File: src/fault_pkg.sv
// Package of constants and types shared by the fault reaction ends
// Functional notes
// - Host holds bridge enable low 2.5 us
// - Self-test result 11 forces shutdown until reset
// - Watchdog failure forces shutdown until watchdog reset
// - Auto-retry fault sets flag, error 11, pin
// - Auto-retry tristates all bridges, stays normal mode
// - Auto-retry recovery: gone, read, ack 0 then 1
// - Reduced fault sets flag, error 11, pin
// - Reduced fault disables only failing half bridge
// - Reduced recovery: removed, read, ack toggled
// - Host enters configuration mode before writing ack
// - Warning sets flag, error 00, pin high
// - Warning takes no corrective action
// - Half bridge disable sources combined combinationally
// - Echo each half bridge enable state
// - Charge pump disable sources combined combinationally
// - Echo each charge pump enable state
// - Shutdown fault: flag, error 11, safe state
// - Shutdown exit: removed, read, enable pulse
// - Priority: shutdown, auto-retry, reduced, warning
package fault_pkg;
  localparam int unsigned NUM_HB = 3;
  localparam int unsigned NUM_CP = 2;
  localparam int unsigned CLK_FREQ_HZ = 20000000;
  // Bridge enable clear time in nanoseconds (2.5 us)
  localparam int unsigned CLEAR_TIME_NS = 2500;
  localparam int unsigned CLEAR_CYCLES = (CLEAR_TIME_NS * (CLK_FREQ_HZ / 1000000) + 999) / 1000;
  localparam int unsigned CNT_W = 8;
  localparam logic [1:0] ERR_NONE = 2'h0;
  localparam logic [1:0] ERR_STD = 2'h3;
  localparam logic [1:0] SELFTEST_FAIL = 2'h3;
  localparam logic [1:0] FRC_FULL_OFF = 2'h0;
  localparam logic [1:0] FRC_REDUCED = 2'h1;
  // Host APB register offsets
  localparam logic [7:0] OFS_CTRL = 8'h00;
  localparam logic [7:0] OFS_HB_DIS = 8'h04;
  localparam logic [7:0] OFS_ACK = 8'h08;
  localparam logic [7:0] OFS_CMD = 8'h0C;
  localparam logic [7:0] OFS_STATUS = 8'h10;
  localparam logic [7:0] OFS_FLAGS = 8'h14;
  // Field positions
  localparam int unsigned CTRL_BRIDGE_EN_BIT = 0;
  localparam int unsigned CTRL_PUMP1_DIS_BIT = 1;
  localparam int unsigned CTRL_PUMP2_DIS_BIT = 2;
  localparam int unsigned CTRL_GLOBAL_DIS_BIT = 3;
  localparam int unsigned CMD_SW_RESET_BIT = 0;
  localparam int unsigned CMD_WDT_RESET_BIT = 1;
  localparam int unsigned CMD_CFG_MODE_BIT = 2;
  localparam logic [31:0] CTRL_RESET = 32'h0;
  localparam logic [2:0] ACK_RESET = 3'h7;
  typedef enum logic [1:0] {
    MODE_NORMAL,
    MODE_SAFE_OFF,
    MODE_LOCKED
  } mode_e;
endpackage : fault_pkg

File: src/fault_if.sv
// Interface joining the gate driver fault logic and its host controller
interface fault_if;
  import fault_pkg::*;
  logic bridge_enable_pin;
  logic global_disable_pin_n;
  logic fault_signal_pin;
  logic [2:0] half_bridge_disable_bit;
  logic pump_one_disable_bit;
  logic pump_two_disable_bit;
  logic [2:0] half_bridge_recovery_ack;
  logic config_mode;
  logic software_reset_command;
  logic watchdog_reset_command;
  logic flag_read;
  logic [1:0] frame_error_status_bits;
  logic [2:0] half_bridge_enable_echo;
  logic [1:0] pump_enable_echo;
  logic [7:0] fault_flags;
  modport device (
    input bridge_enable_pin, global_disable_pin_n, half_bridge_disable_bit, pump_one_disable_bit,
    input pump_two_disable_bit, half_bridge_recovery_ack, config_mode, software_reset_command,
    input watchdog_reset_command, flag_read,
    output fault_signal_pin, frame_error_status_bits, half_bridge_enable_echo, pump_enable_echo, fault_flags
  );
  modport host (
    output bridge_enable_pin, global_disable_pin_n, half_bridge_disable_bit, pump_one_disable_bit,
    output pump_two_disable_bit, half_bridge_recovery_ack, config_mode, software_reset_command,
    output watchdog_reset_command, flag_read,
    input fault_signal_pin, frame_error_status_bits, half_bridge_enable_echo, pump_enable_echo, fault_flags
  );
endinterface : fault_if

File: src/fault_device.sv
// Fault reaction and half bridge / pump disable logic of the gate driver
module fault_device import fault_pkg::*; (
  input wire logic clk_i,
  input wire logic rst_i,
  fault_if.device link,
  input wire logic shutdown_fault_i,
  input wire logic [2:0] autoretry_fault_i,
  input wire logic [2:0] reduced_fault_i,
  input wire logic warning_fault_i,
  input wire logic predriver_supply_uv_i,
  input wire logic [1:0] selftest_result_i,
  input wire logic watchdog_timeout_failure_i,
  input wire logic watchdog_reply_failure_i,
  output logic [2:0] hb_enable_o,
  output logic [1:0] pump_enable_o,
  output logic [1:0] mode_o
);
  // Pin synchronisers
  logic [1:0] en_sync, global_disable_pin_sync;
  always_ff @(posedge clk_i or posedge rst_i) begin
    if (rst_i) begin
      en_sync <= 2'h0;
      global_disable_pin_sync <= 2'h0;
    end else begin
      en_sync <= {en_sync[0], link.bridge_enable_pin};
      global_disable_pin_sync <= {global_disable_pin_sync[0], link.global_disable_pin_n};
    end
  end
  wire en_pin = en_sync[1];
  wire global_disable_pin_active = ~global_disable_pin_sync[1];

  // Fault flags, sticky; set wins over a read clear
  logic std_flag, warn_flag;
  logic [2:0] ar_flag, ro_flag;
  logic [2:0] ack_q;
  wire [2:0] ar_block, ro_block;
  logic st_lock;
  logic [CNT_W-1:0] low_cnt;
  logic low_long;
  mode_e mode, next_mode;
  wire selftest_bad = (selftest_result_i == SELFTEST_FAIL);
  wire wdt_bad = watchdog_timeout_failure_i | watchdog_reply_failure_i;
  wire [2:0] ack = link.half_bridge_recovery_ack;
  wire [2:0] ack_fell = ack_q & ~ack;
  wire [2:0] ack_rose = ~ack_q & ack;
  wire ack_ok = link.config_mode;
  // Bridge enable low pulse timing
  always_ff @(posedge clk_i or posedge rst_i) begin
    if (rst_i) begin
      low_cnt <= '0;
      low_long <= 1'b0;
    end else if (en_pin) begin
      low_cnt <= '0;
      low_long <= 1'b0;
    end else if (low_cnt != CNT_W'(CLEAR_CYCLES)) begin
      low_cnt <= low_cnt + 1'b1;
    end else begin
      low_long <= 1'b1;
    end
  end
  always_ff @(posedge clk_i or posedge rst_i) begin
    if (rst_i) begin
      std_flag <= 1'b0;
      warn_flag <= 1'b0;
      ar_flag <= 3'h0;
      ro_flag <= 3'h0;
    end else begin
      std_flag <= shutdown_fault_i | (std_flag & ~link.flag_read);
      warn_flag <= warning_fault_i | (warn_flag & ~link.flag_read);
      ar_flag <= autoretry_fault_i | (ar_flag & {3{~link.flag_read}});
      ro_flag <= reduced_fault_i | (ro_flag & {3{~link.flag_read}});
    end
  end
  // Acknowledge history for edge detection
  always_ff @(posedge clk_i or posedge rst_i) begin
    if (rst_i) begin
      ack_q <= ACK_RESET;
    end else begin
      ack_q <= ack;
    end
  end

  // per bridge recovery, ack 0 then 1 after clear
  for (genvar g = 0; g < NUM_HB; g++) begin : g_recover
    logic armed_ar, armed_ro, blk_ar, blk_ro;
    // auto-retry arm once fault gone and flag cleared
    always_ff @(posedge clk_i or posedge rst_i) begin
      if (rst_i) begin
        armed_ar <= 1'b0;
      end else if (ar_flag[g] | autoretry_fault_i[g]) begin
        armed_ar <= 1'b0;
      end else if (ack_fell[g] & ack_ok) begin
        armed_ar <= 1'b1;
      end
    end

    // reduced arm once fault gone and flag cleared
    always_ff @(posedge clk_i or posedge rst_i) begin
      if (rst_i) begin
        armed_ro <= 1'b0;
      end else if (ro_flag[g] | reduced_fault_i[g]) begin
        armed_ro <= 1'b0;
      end else if (ack_fell[g] & ack_ok) begin
        armed_ro <= 1'b1;
      end
    end

    // auto-retry block, set by fault, freed by ack 1
    always_ff @(posedge clk_i or posedge rst_i) begin
      if (rst_i) begin
        blk_ar <= 1'b0;
      end else if (autoretry_fault_i[g]) begin
        blk_ar <= 1'b1;
      end else if (armed_ar & ack_rose[g] & ack_ok) begin
        blk_ar <= 1'b0;
      end
    end

    // reduced block, set by fault, freed by ack 1
    always_ff @(posedge clk_i or posedge rst_i) begin
      if (rst_i) begin
        blk_ro <= 1'b0;
      end else if (reduced_fault_i[g]) begin
        blk_ro <= 1'b1;
      end else if (armed_ro & ack_rose[g] & ack_ok) begin
        blk_ro <= 1'b0;
      end
    end
    assign ar_block[g] = blk_ar;
    assign ro_block[g] = blk_ro;
  end : g_recover

  // self-test cause held until software reset
  always_ff @(posedge clk_i or posedge rst_i) begin
    if (rst_i) begin
      st_lock <= 1'b0;
    end else if (selftest_bad) begin
      st_lock <= 1'b1;
    end else if (link.software_reset_command) begin
      st_lock <= 1'b0;
    end
  end

  always_comb begin
    next_mode = mode;
    case (mode)
      MODE_NORMAL: begin
        if (selftest_bad | wdt_bad) next_mode = MODE_LOCKED;
        else if (shutdown_fault_i) next_mode = MODE_SAFE_OFF;
      end
      MODE_SAFE_OFF: begin
        // leave after clear and long low pulse
        if (selftest_bad | wdt_bad) next_mode = MODE_LOCKED;
        else if (!shutdown_fault_i && !std_flag && low_long && en_pin) next_mode = MODE_NORMAL;
      end
      MODE_LOCKED: begin
        if (link.software_reset_command) next_mode = MODE_NORMAL;
        // watchdog failure also released by watchdog reset
        else if (!st_lock && !selftest_bad && link.watchdog_reset_command) next_mode = MODE_NORMAL;
      end
      default: next_mode = MODE_NORMAL;
    endcase
  end
  always_ff @(posedge clk_i or posedge rst_i) begin
    if (rst_i) mode <= MODE_NORMAL;
    else mode <= next_mode;
  end
  // shutdown dominates, then auto-retry, then reduced
  wire safe_off = (mode != MODE_NORMAL) | shutdown_fault_i;
  wire ar_any = |(ar_block | autoretry_fault_i);
  // combinational half bridge disable; reduced fault only failing bridge, auto-retry all; warning absent
  wire [2:0] hb_dis = link.half_bridge_disable_bit | {3{~en_pin | safe_off | predriver_supply_uv_i |
                      global_disable_pin_active | ar_any}} | ro_block | reduced_fault_i;
  wire pump_off = safe_off | global_disable_pin_active;
  wire [1:0] pump_dis = {link.pump_two_disable_bit, link.pump_one_disable_bit} | {2{pump_off}};
  assign hb_enable_o = ~hb_dis;
  assign pump_enable_o = ~pump_dis;
  assign mode_o = mode;
  // error bits and pin; warning leaves them
  wire err_any = safe_off | std_flag | (|ar_flag) | (|ro_flag) | ar_any | (|ro_block);
  always_ff @(posedge clk_i or posedge rst_i) begin
    if (rst_i) begin
      link.frame_error_status_bits <= ERR_NONE;
      link.fault_signal_pin <= 1'b1;
    end else begin
      link.frame_error_status_bits <= err_any ? ERR_STD : ERR_NONE;
      link.fault_signal_pin <= ~err_any;
    end
  end

  // echo actual enable states, flags for readback
  always_ff @(posedge clk_i or posedge rst_i) begin
    if (rst_i) begin
      link.half_bridge_enable_echo <= 3'h0;
      link.pump_enable_echo <= 2'h0;
      link.fault_flags <= 8'h0;
    end else begin
      link.half_bridge_enable_echo <= ~hb_dis;
      link.pump_enable_echo <= ~pump_dis;
      link.fault_flags <= {std_flag, warn_flag, ro_flag, ar_flag};
    end
  end
endmodule : fault_device

File: src/flat_wrapper.sv
// flat-port wrapper written by rule: the top's interface ports become plain ports
module fault_device_flat import fault_pkg::*;
  (clk_i, rst_i, shutdown_fault_i, autoretry_fault_i, reduced_fault_i, warning_fault_i, predriver_supply_uv_i, selftest_result_i, watchdog_timeout_failure_i, watchdog_reply_failure_i, hb_enable_o, pump_enable_o, mode_o, link_bridge_enable_pin, link_global_disable_pin_n, link_half_bridge_disable_bit, link_pump_one_disable_bit, link_pump_two_disable_bit, link_half_bridge_recovery_ack, link_config_mode, link_software_reset_command, link_watchdog_reset_command, link_flag_read, link_fault_signal_pin, link_frame_error_status_bits, link_half_bridge_enable_echo, link_pump_enable_echo, link_fault_flags);
  fault_if link_i ();
  input wire logic clk_i;
  input wire logic rst_i;
  input wire logic shutdown_fault_i;
  input wire logic [2:0] autoretry_fault_i;
  input wire logic [2:0] reduced_fault_i;
  input wire logic warning_fault_i;
  input wire logic predriver_supply_uv_i;
  input wire logic [1:0] selftest_result_i;
  input wire logic watchdog_timeout_failure_i;
  input wire logic watchdog_reply_failure_i;
  output logic [2:0] hb_enable_o;
  output logic [1:0] pump_enable_o;
  output logic [1:0] mode_o;
  input wire logic [$bits(link_i.bridge_enable_pin)-1:0] link_bridge_enable_pin;
  input wire logic [$bits(link_i.global_disable_pin_n)-1:0] link_global_disable_pin_n;
  input wire logic [$bits(link_i.half_bridge_disable_bit)-1:0] link_half_bridge_disable_bit;
  input wire logic [$bits(link_i.pump_one_disable_bit)-1:0] link_pump_one_disable_bit;
  input wire logic [$bits(link_i.pump_two_disable_bit)-1:0] link_pump_two_disable_bit;
  input wire logic [$bits(link_i.half_bridge_recovery_ack)-1:0] link_half_bridge_recovery_ack;
  input wire logic [$bits(link_i.config_mode)-1:0] link_config_mode;
  input wire logic [$bits(link_i.software_reset_command)-1:0] link_software_reset_command;
  input wire logic [$bits(link_i.watchdog_reset_command)-1:0] link_watchdog_reset_command;
  input wire logic [$bits(link_i.flag_read)-1:0] link_flag_read;
  output wire logic [$bits(link_i.fault_signal_pin)-1:0] link_fault_signal_pin;
  output wire logic [$bits(link_i.frame_error_status_bits)-1:0] link_frame_error_status_bits;
  output wire logic [$bits(link_i.half_bridge_enable_echo)-1:0] link_half_bridge_enable_echo;
  output wire logic [$bits(link_i.pump_enable_echo)-1:0] link_pump_enable_echo;
  output wire logic [$bits(link_i.fault_flags)-1:0] link_fault_flags;
  assign link_i.bridge_enable_pin = link_bridge_enable_pin;
  assign link_i.global_disable_pin_n = link_global_disable_pin_n;
  assign link_i.half_bridge_disable_bit = link_half_bridge_disable_bit;
  assign link_i.pump_one_disable_bit = link_pump_one_disable_bit;
  assign link_i.pump_two_disable_bit = link_pump_two_disable_bit;
  assign link_i.half_bridge_recovery_ack = link_half_bridge_recovery_ack;
  assign link_i.config_mode = link_config_mode;
  assign link_i.software_reset_command = link_software_reset_command;
  assign link_i.watchdog_reset_command = link_watchdog_reset_command;
  assign link_i.flag_read = link_flag_read;
  assign link_fault_signal_pin = link_i.fault_signal_pin;
  assign link_frame_error_status_bits = link_i.frame_error_status_bits;
  assign link_half_bridge_enable_echo = link_i.half_bridge_enable_echo;
  assign link_pump_enable_echo = link_i.pump_enable_echo;
  assign link_fault_flags = link_i.fault_flags;
  fault_device u_core (.clk_i(clk_i), .rst_i(rst_i), .link(link_i), .shutdown_fault_i(shutdown_fault_i), .autoretry_fault_i(autoretry_fault_i), .reduced_fault_i(reduced_fault_i), .warning_fault_i(warning_fault_i), .predriver_supply_uv_i(predriver_supply_uv_i), .selftest_result_i(selftest_result_i), .watchdog_timeout_failure_i(watchdog_timeout_failure_i), .watchdog_reply_failure_i(watchdog_reply_failure_i), .hb_enable_o(hb_enable_o), .pump_enable_o(pump_enable_o), .mode_o(mode_o));
endmodule
File: config.mk
export PLATFORM = sky130hd
export DESIGN_NAME = fault_device_flat
export DESIGN_NICKNAME = d
export VERILOG_FILES = /design/src/fault_pkg.sv /design/src/fault_if.sv /design/src/fault_device.sv /design/src/flat_wrapper.sv
export SDC_FILE = /design/constraint.sdc
export NUM_CORES = 1
export LEC_CHECK = 0
export BUFFER_PORTS_ARGS = -buffer_cell sky130_fd_sc_hd__buf_4
export CORE_MARGIN = 2
export CORE_UTILIZATION = 50
export DETAILED_ROUTE_END_ITERATION = 8
export PLACE_DENSITY = 0.76
export SETUP_SLACK_MARGIN = 0.2
export SYNTH_ARGS = -nofsm -noshare
export SYNTH_HDL_FRONTEND = slang
export SYNTH_SLANG_ARGS = --single-unit
File: constraint.sdc
create_clock -name clk_i -period 1.8 [get_ports clk_i]
set_input_delay 0.36 -clock clk_i [delete_from_list [all_inputs] [get_ports clk_i]]
set_output_delay 0.36 -clock clk_i [all_outputs]
set_load 0.005 [all_outputs]
==> results.sh, run 1 <==
export IMPL_synth_warnings=0
export IMPL_holdWs_ps=64.7
export IMPL_grtUsageTotal_pct=22.5
export IMPL_fmax_mhz=453
export IMPL_arrival_ps=1850
export IMPL_synth_nets=192
export IMPL_synthFlopType="dfrtp_1"
export IMPL_hold_viol=0
export IMPL_fin_crit_sh_pct=123
export IMPL_nets=278
export IMPL_utilization_pct=77.8
export IMPL_final_cell_count_no_fill=296
export IMPL_syn_area_um2=2000
export IMPL_path_cells="nor4b_4 > nand4_1 > buf_6 > nor4_4 > buf_4"
export IMPL_cp_slowest_stage_delay_ps=430
export IMPL_status="complete, but fails checks"
export IMPL_cts_root_buf="clkbuf_8"
export IMPL_die_x_um=67.2
export IMPL_wirelength_mm=4.65
export IMPL_hold_buffers=0
export IMPL_antenna_left=0
export IMPL_vias=1572
export IMPL_p_per_area_nw_per_um2=801
export IMPL_overflow=0
export IMPL_tightest_slew_ps=593
export IMPL_clockBufferDepth=2
export IMPL_dr_pass1_iters=4
export IMPL_synth_seq_cells=54
export IMPL_maxSlewHeadroom_pct=59.4
export IMPL_clock_skew_ps=4.66
export IMPL_crit_required_ps=1440
export IMPL_grt_busiest_layer="met2"
export IMPL_dpl_cell_area_um2=2500
export IMPL_cap_violations=0
export IMPL_rows=22
export IMPL_grt_pass1_vias=1548
export IMPL_rsz0062_at_grt="yes"
export IMPL_fin_setup_tns_ps=-1410
export IMPL_drive_gt1_share_pct=43.1
export IMPL_fill_cells=224
export IMPL_met3_usage_pct=4.67
export IMPL_synth_edf_count=0
export IMPL_synth_cell_types=30
export IMPL_drc=0
export IMPL_slowest_stage="dfrtp_1"
export IMPL_worstSetupEndpointType="output port"
export IMPL_port_buffers=51
export IMPL_vdd_drop_max_uv=604
export IMPL_core_area_um2=3740
export IMPL_postLayoutCellArea_um2=2910
export IMPL_vias_per_cell=5.31
export IMPL_cts_inserted_buffers=5
export IMPL_tritoncts="built"
export IMPL_path_clk_slew_ps=90
export IMPL_grt_first_pass_wirelength_mm=7.25
export IMPL_antenna_found_initial=0
export IMPL_syn_to_final_growth_pct=45.8
export IMPL_post_route_min_period_ps=2210
export IMPL_setup_slack_ps=-408
export IMPL_setup_viol_count_final=6
export IMPL_die_area_um2=4520
export IMPL_clkSinkCount=54
export IMPL_p_leak_nw=1.34
export IMPL_hpwlAfterDp_mm=2.96
export IMPL_synthCells=161
export IMPL_ios=52
export IMPL_die_h_um=67.2
export IMPL_start_util_pct=53.3
export IMPL_worst_setup_path_type="register to output port"
export IMPL_num_antenna_cells=0
export IMPL_wl_per_cell_um=15.7
export IMPL_grtUsageMet1_pct=28.8
export IMPL_path_max_fanout=2
export IMPL_place_congestion=0.747
export IMPL_violations="setup timing"
export IMPL_grt_start_max_net_pins=35
export IMPL_hp_class="primary input to async pin"
export IMPL_synth_yosys_seq_area_share_pct=67.9
export IMPL_synthArstFlopShare_pct=100
export IMPL_syn_area_per_cell_um2=12.4
export IMPL_startpoint_type="register"
export IMPL_worstSkewPairLatency_ps=310
export IMPL_cts_max_level=2
export IMPL_dp_cells=265
export IMPL_grt_use_met2_pct=37.3
export IMPL_drt_iter0_drc=60
export IMPL_slew_violations=0
==> cells in the final DEF, fill, tap and decap left out, drive strengths merged, types with 6 or more instances in the layout <==
cell type,Yosys,layout
buf,1,81
dfrtp,50,50
nor2,16,16
a21o,14,14
nand2,12,12
nor3,8,8
nor4,7,7
and3b,6,6
a21oi,6,6
clkbuf,1,6
==> registers in the layout, indices dropped and copies added (netlist names), 3 cells and up <==
signal and cells:
u_core.link.half_bridge_enable_echo 3, u_core.low_cnt 8, u_core.link.fault_flags 8, u_core.ack_q 3, u_core.g_recover.blk_ro 3, u_core.ro_flag 3, u_core.g_recover.blk_ar 3, u_core.ar_flag 3
u_core.g_recover.armed_ro 3, u_core.g_recover.armed_ar 3
==> cell usage after synthesis (all sizes together) (2+ instances only) <==
master | number | share of area (%)
nor2b | 3 | 0.94
nor3 | 8 | 2.0
or3 | 4 | 1.3
o21ai | 4 | 1.0
mux2 | 2 | 1.1
nor2 | 16 | 3.0
and3b | 6 | 2.6
nand2 | 12 | 2.3
nor4 | 7 | 2.5
nand3 | 3 | 0.75
a21o | 14 | 5.3
dfrtp | 50 | 63
nand4 | 2 | 0.63
a21oi | 6 | 1.5
dfstp | 4 | 5.3
inv | 6 | 1.1
ha | 2 | 1.3
==> per-layer routing <==
layer,vias up,part of all wire (%)
li1,738,-
met1,766,41
met2,53,50
met3,15,6.0
met4,0,2.8
met5,-,0
==> critical path: cells and delay by family (launching register included) <==
kind / cells / cell delay [ps]
flip-flops: 1 / 430
AND/OR/NAND/NOR: 3 / 730
buffers and inverters: 2 / 390
==> area by class of cell <==
cell class / instances / area, um2 / share of cell area (%)
Tap cell: 48 / 60.1 / 2.06
Clock inverter: 2 / 37.5 / 1.29
Clock buffer: 6 / 72.6 / 2.49
Sequential cell: 54 / 1360 / 46.6
Inverter: 6 / 26.3 / 0.902
Multi-Input combinational cell: 99 / 701 / 24.1
Timing Repair Buffer: 81 / 658 / 22.6
==> where the power goes <==
part	total, W	internal [W]	switching (W)
registers	0.00130	0.00126	0.0000377
logic	0.000245	0.000134	0.000111
clock network	0.000786	0.000415	0.000371
==> cells by family after synthesis <==
kind of cell	share of synthesized area, %
xor+xnor	0.877
simple gates	18.0
buf+inv	1.69
mux	1.13
flops	67.9
compound gates	9.15
fa+ha+maj	1.25
==> through the flow <==
step | setup slack [ps] | power [W]
6_report | -408 | 0.00233
5_1_grt | -463 | 0.00243
4_1_cts | -318 | 0.00234
3_5_place_dp | -187 | 0.00153
3_3_place_gp | -40.9 | 0.00152
2_1_floorplan | 303 | 0.00139
==> final timing paths <==
kind | cells after the start | slack (ps) | to | from
max in group asynchronous | 3 | 1170 | u_core.ack_q[1] | rst_i
hold / removal | 2 | 60 | u_core.g_recover[2].blk_ar | rst_i
hold reg to reg | 0 | 370 | u_core.en_sync[1] | u_core.en_sync[0]
min in group clk_i | 1 | 150 | u_core.global_disable_pin_sync[0] | link_global_disable_pin_n
setup / recovery | 5 | -410 | hb_enable_o[0] | u_core.mode_o[0]
setup reg to reg | 12 | -350 | u_core.link.half_bridge_enable_echo[0] | u_core.mode_o[0]
==> timing repair <==
| item | 4_1_cts | 5_1_grt |
|---|---|---|
| gates resized for setup | 21 | 6 |
| setup buffers | 20 | 3 |
| endpoints found under the setup margin | 7 | 11 |
| pin swaps | 7 | 6 |
Note: power is estimated with default switching activity, not from simulation.
==> inputs of run 2 (changes only) <==
SKIP_CTS_REPAIR_TIMING = 1   (was not set)
SLEW_MARGIN = 20   (was not set)
==> results.sh, run 2 (synthesis gave the netlist of run 1 again) <==
export IMPL_power_switching_w=0.000510
export IMPL_worst_setup_path_type="register to output port"
export IMPL_path_max_fanout=3
export IMPL_hold_viol=0
export IMPL_p_per_area_nw_per_um2=847
export IMPL_nets=257
export IMPL_sequentialPowerShare_pct=56.3
export IMPL_drt_iter0_drc=67
export IMPL_drive_gt1_share_pct=38.3
export IMPL_cts_max_level=2
export IMPL_reg_top3="u_core.link.fault_flags (8), u_core.low_cnt (8)"
export IMPL_startpoint_type="register"
export IMPL_start_util_pct=53.3
export IMPL_holdWs_ps=71.6
export IMPL_ios=52
export IMPL_setup_slack_ps=-230
export IMPL_grtUsageTotal_pct=19.3
export IMPL_sw_frac_of_total_pct=22.1
export IMPL_wl_per_cell_um=14.8
export IMPL_grt_pass1_vias=1386
export IMPL_final_cell_count_no_fill=275
export IMPL_reg2reg_from="u_core.low_cnt[0]"
export IMPL_tightest_slew_ps=579
export IMPL_layout_common_cells="buf_4, dfrtp_1, nor2_1, a21o_1, nand2_1"
export IMPL_layout_commonest_cell="buf_4"
export IMPL_fmax_mhz=493
export IMPL_grt_busiest_layer="met2"
export IMPL_setup_viol_count_final=3
export IMPL_fin_crit_sh_pct=113
export IMPL_combPwrFrac_pct=9.8
export IMPL_worstSetupEndpointType="output port"
export IMPL_cap_violations=0
export IMPL_core_area_um2=3740
export IMPL_met3_usage_pct=4.50
export IMPL_vias=1459
export IMPL_cts_root_buf="clkbuf_8"
export IMPL_worstSetupStartpoint="u_core.g_recover[0].blk_ar"
export IMPL_antenna_found_initial=0
export IMPL_drc=0
export IMPL_grt_start_max_net_pins=35
export IMPL_reg2reg_setup_slack_ps=200
export IMPL_tritoncts="built"
export IMPL_slew_violations=0
export IMPL_path_clk_slew_ps=90
export IMPL_violations="setup timing"
export IMPL_fin_setup_tns_ps=-676
export IMPL_die_area_um2=4520
export IMPL_arrival_ps=1670
export IMPL_grt_use_met2_pct=30.6
export IMPL_hpwlAfterDp_mm=2.96
export IMPL_internal_power_w=0.00180
export IMPL_die_h_um=67.2
export IMPL_grtUsageMet1_pct=25.2
export IMPL_die_x_um=67.2
export IMPL_syn_to_final_growth_pct=36.6
export IMPL_utilization_pct=72.9
export IMPL_crit_required_ps=1440
export IMPL_antenna_left=0
export IMPL_clock_skew_ps=9.46
export IMPL_r2r_cells=5
export IMPL_place_congestion=0.747
export IMPL_p_leak_nw=1.21
export IMPL_grt_first_pass_wirelength_mm=6.27
export IMPL_worstSkewPairLatency_ps=310
export IMPL_rows=22
export IMPL_post_route_min_period_ps=2030
export IMPL_endpoint="hb_enable_o[0]"
export IMPL_port_buffers=51
export IMPL_clockBufferDepth=2
export IMPL_clkSinkCount=54
export IMPL_overflow=0
export IMPL_dp_cells=265
export IMPL_maxSlewHeadroom_pct=60.4
export IMPL_status="complete, but fails checks"
export IMPL_rsz0062_at_grt="yes"
export IMPL_power_frac_clock_pct=33.9
export IMPL_hp_class="primary input to async pin"
export IMPL_wirelength_mm=4.07
export IMPL_dr_pass1_iters=4
export IMPL_num_antenna_cells=0
export IMPL_r2r_end="u_core.low_cnt[2]"
export IMPL_vias_per_cell=5.31
export IMPL_vdd_drop_max_uv=590
export IMPL_cts_inserted_buffers=5
[run 2: critical path: stages (launching register included)]
cell     delay, ps
dfrtp_1        430
nor4_4         300
nand4_1        120
buf_4          170
nor4_2         180
buf_4          160
[run 2: stage by stage]
stage	area (um2)	setup slack [ps]	power, W
after floorplan	2000	303	0.00139
after global placement	2500	-40.9	0.00152
after detailed placement	2500	-187	0.00153
after CTS	2610	-465	0.00231
after global routing	2730	-353	0.00241
final	2730	-230	0.00231
[run 2: layout make-up]
| class | count | area, um2 |
|---|---|---|
| Clock buffer | 6 | 72.6 |
| Clock inverter | 2 | 37.5 |
| Fill cell | 245 | 1020 |
| Inverter | 6 | 26.3 |
| Multi-Input combinational cell | 99 | 704 |
| Sequential cell | 54 | 1360 |
| Tap cell | 48 | 60.1 |
| Timing Repair Buffer | 60 | 470 |
[run 2: per-layer routing]
layer,share of wire [%],vias up
met3,5.3,9
met5,0,-
met2,49,40
met4,1.6,0
li1,-,699
met1,44,711
[run 2: how the worst min path moves through the flow]
stage	start	slack (ps)	end	cells past startpoint
after floorplan	u_core.en_sync[0]	330	u_core.en_sync[1]	0
after global placement	u_core.en_sync[0]	340	u_core.en_sync[1]	0
after detailed placement	u_core.en_sync[0]	350	u_core.en_sync[1]	0
after CTS	rst_i	70	u_core.g_recover[2].blk_ar	2
after global routing	rst_i	90	u_core.g_recover[2].blk_ar	2
final	rst_i	70	u_core.g_recover[2].blk_ar	2
[run 2: power by group through the flow]
stage,Combinational (W),Sequential [W],Clock [W]
4_1_cts,0.000211,0.00130,0.000803
2_1_floorplan,0.0000721,0.00132,0
5_1_grt,0.000251,0.00131,0.000853
3_3_place_gp,0.000201,0.00132,0
6_report,0.000226,0.00130,0.000784
3_5_place_dp,0.000210,0.00132,0
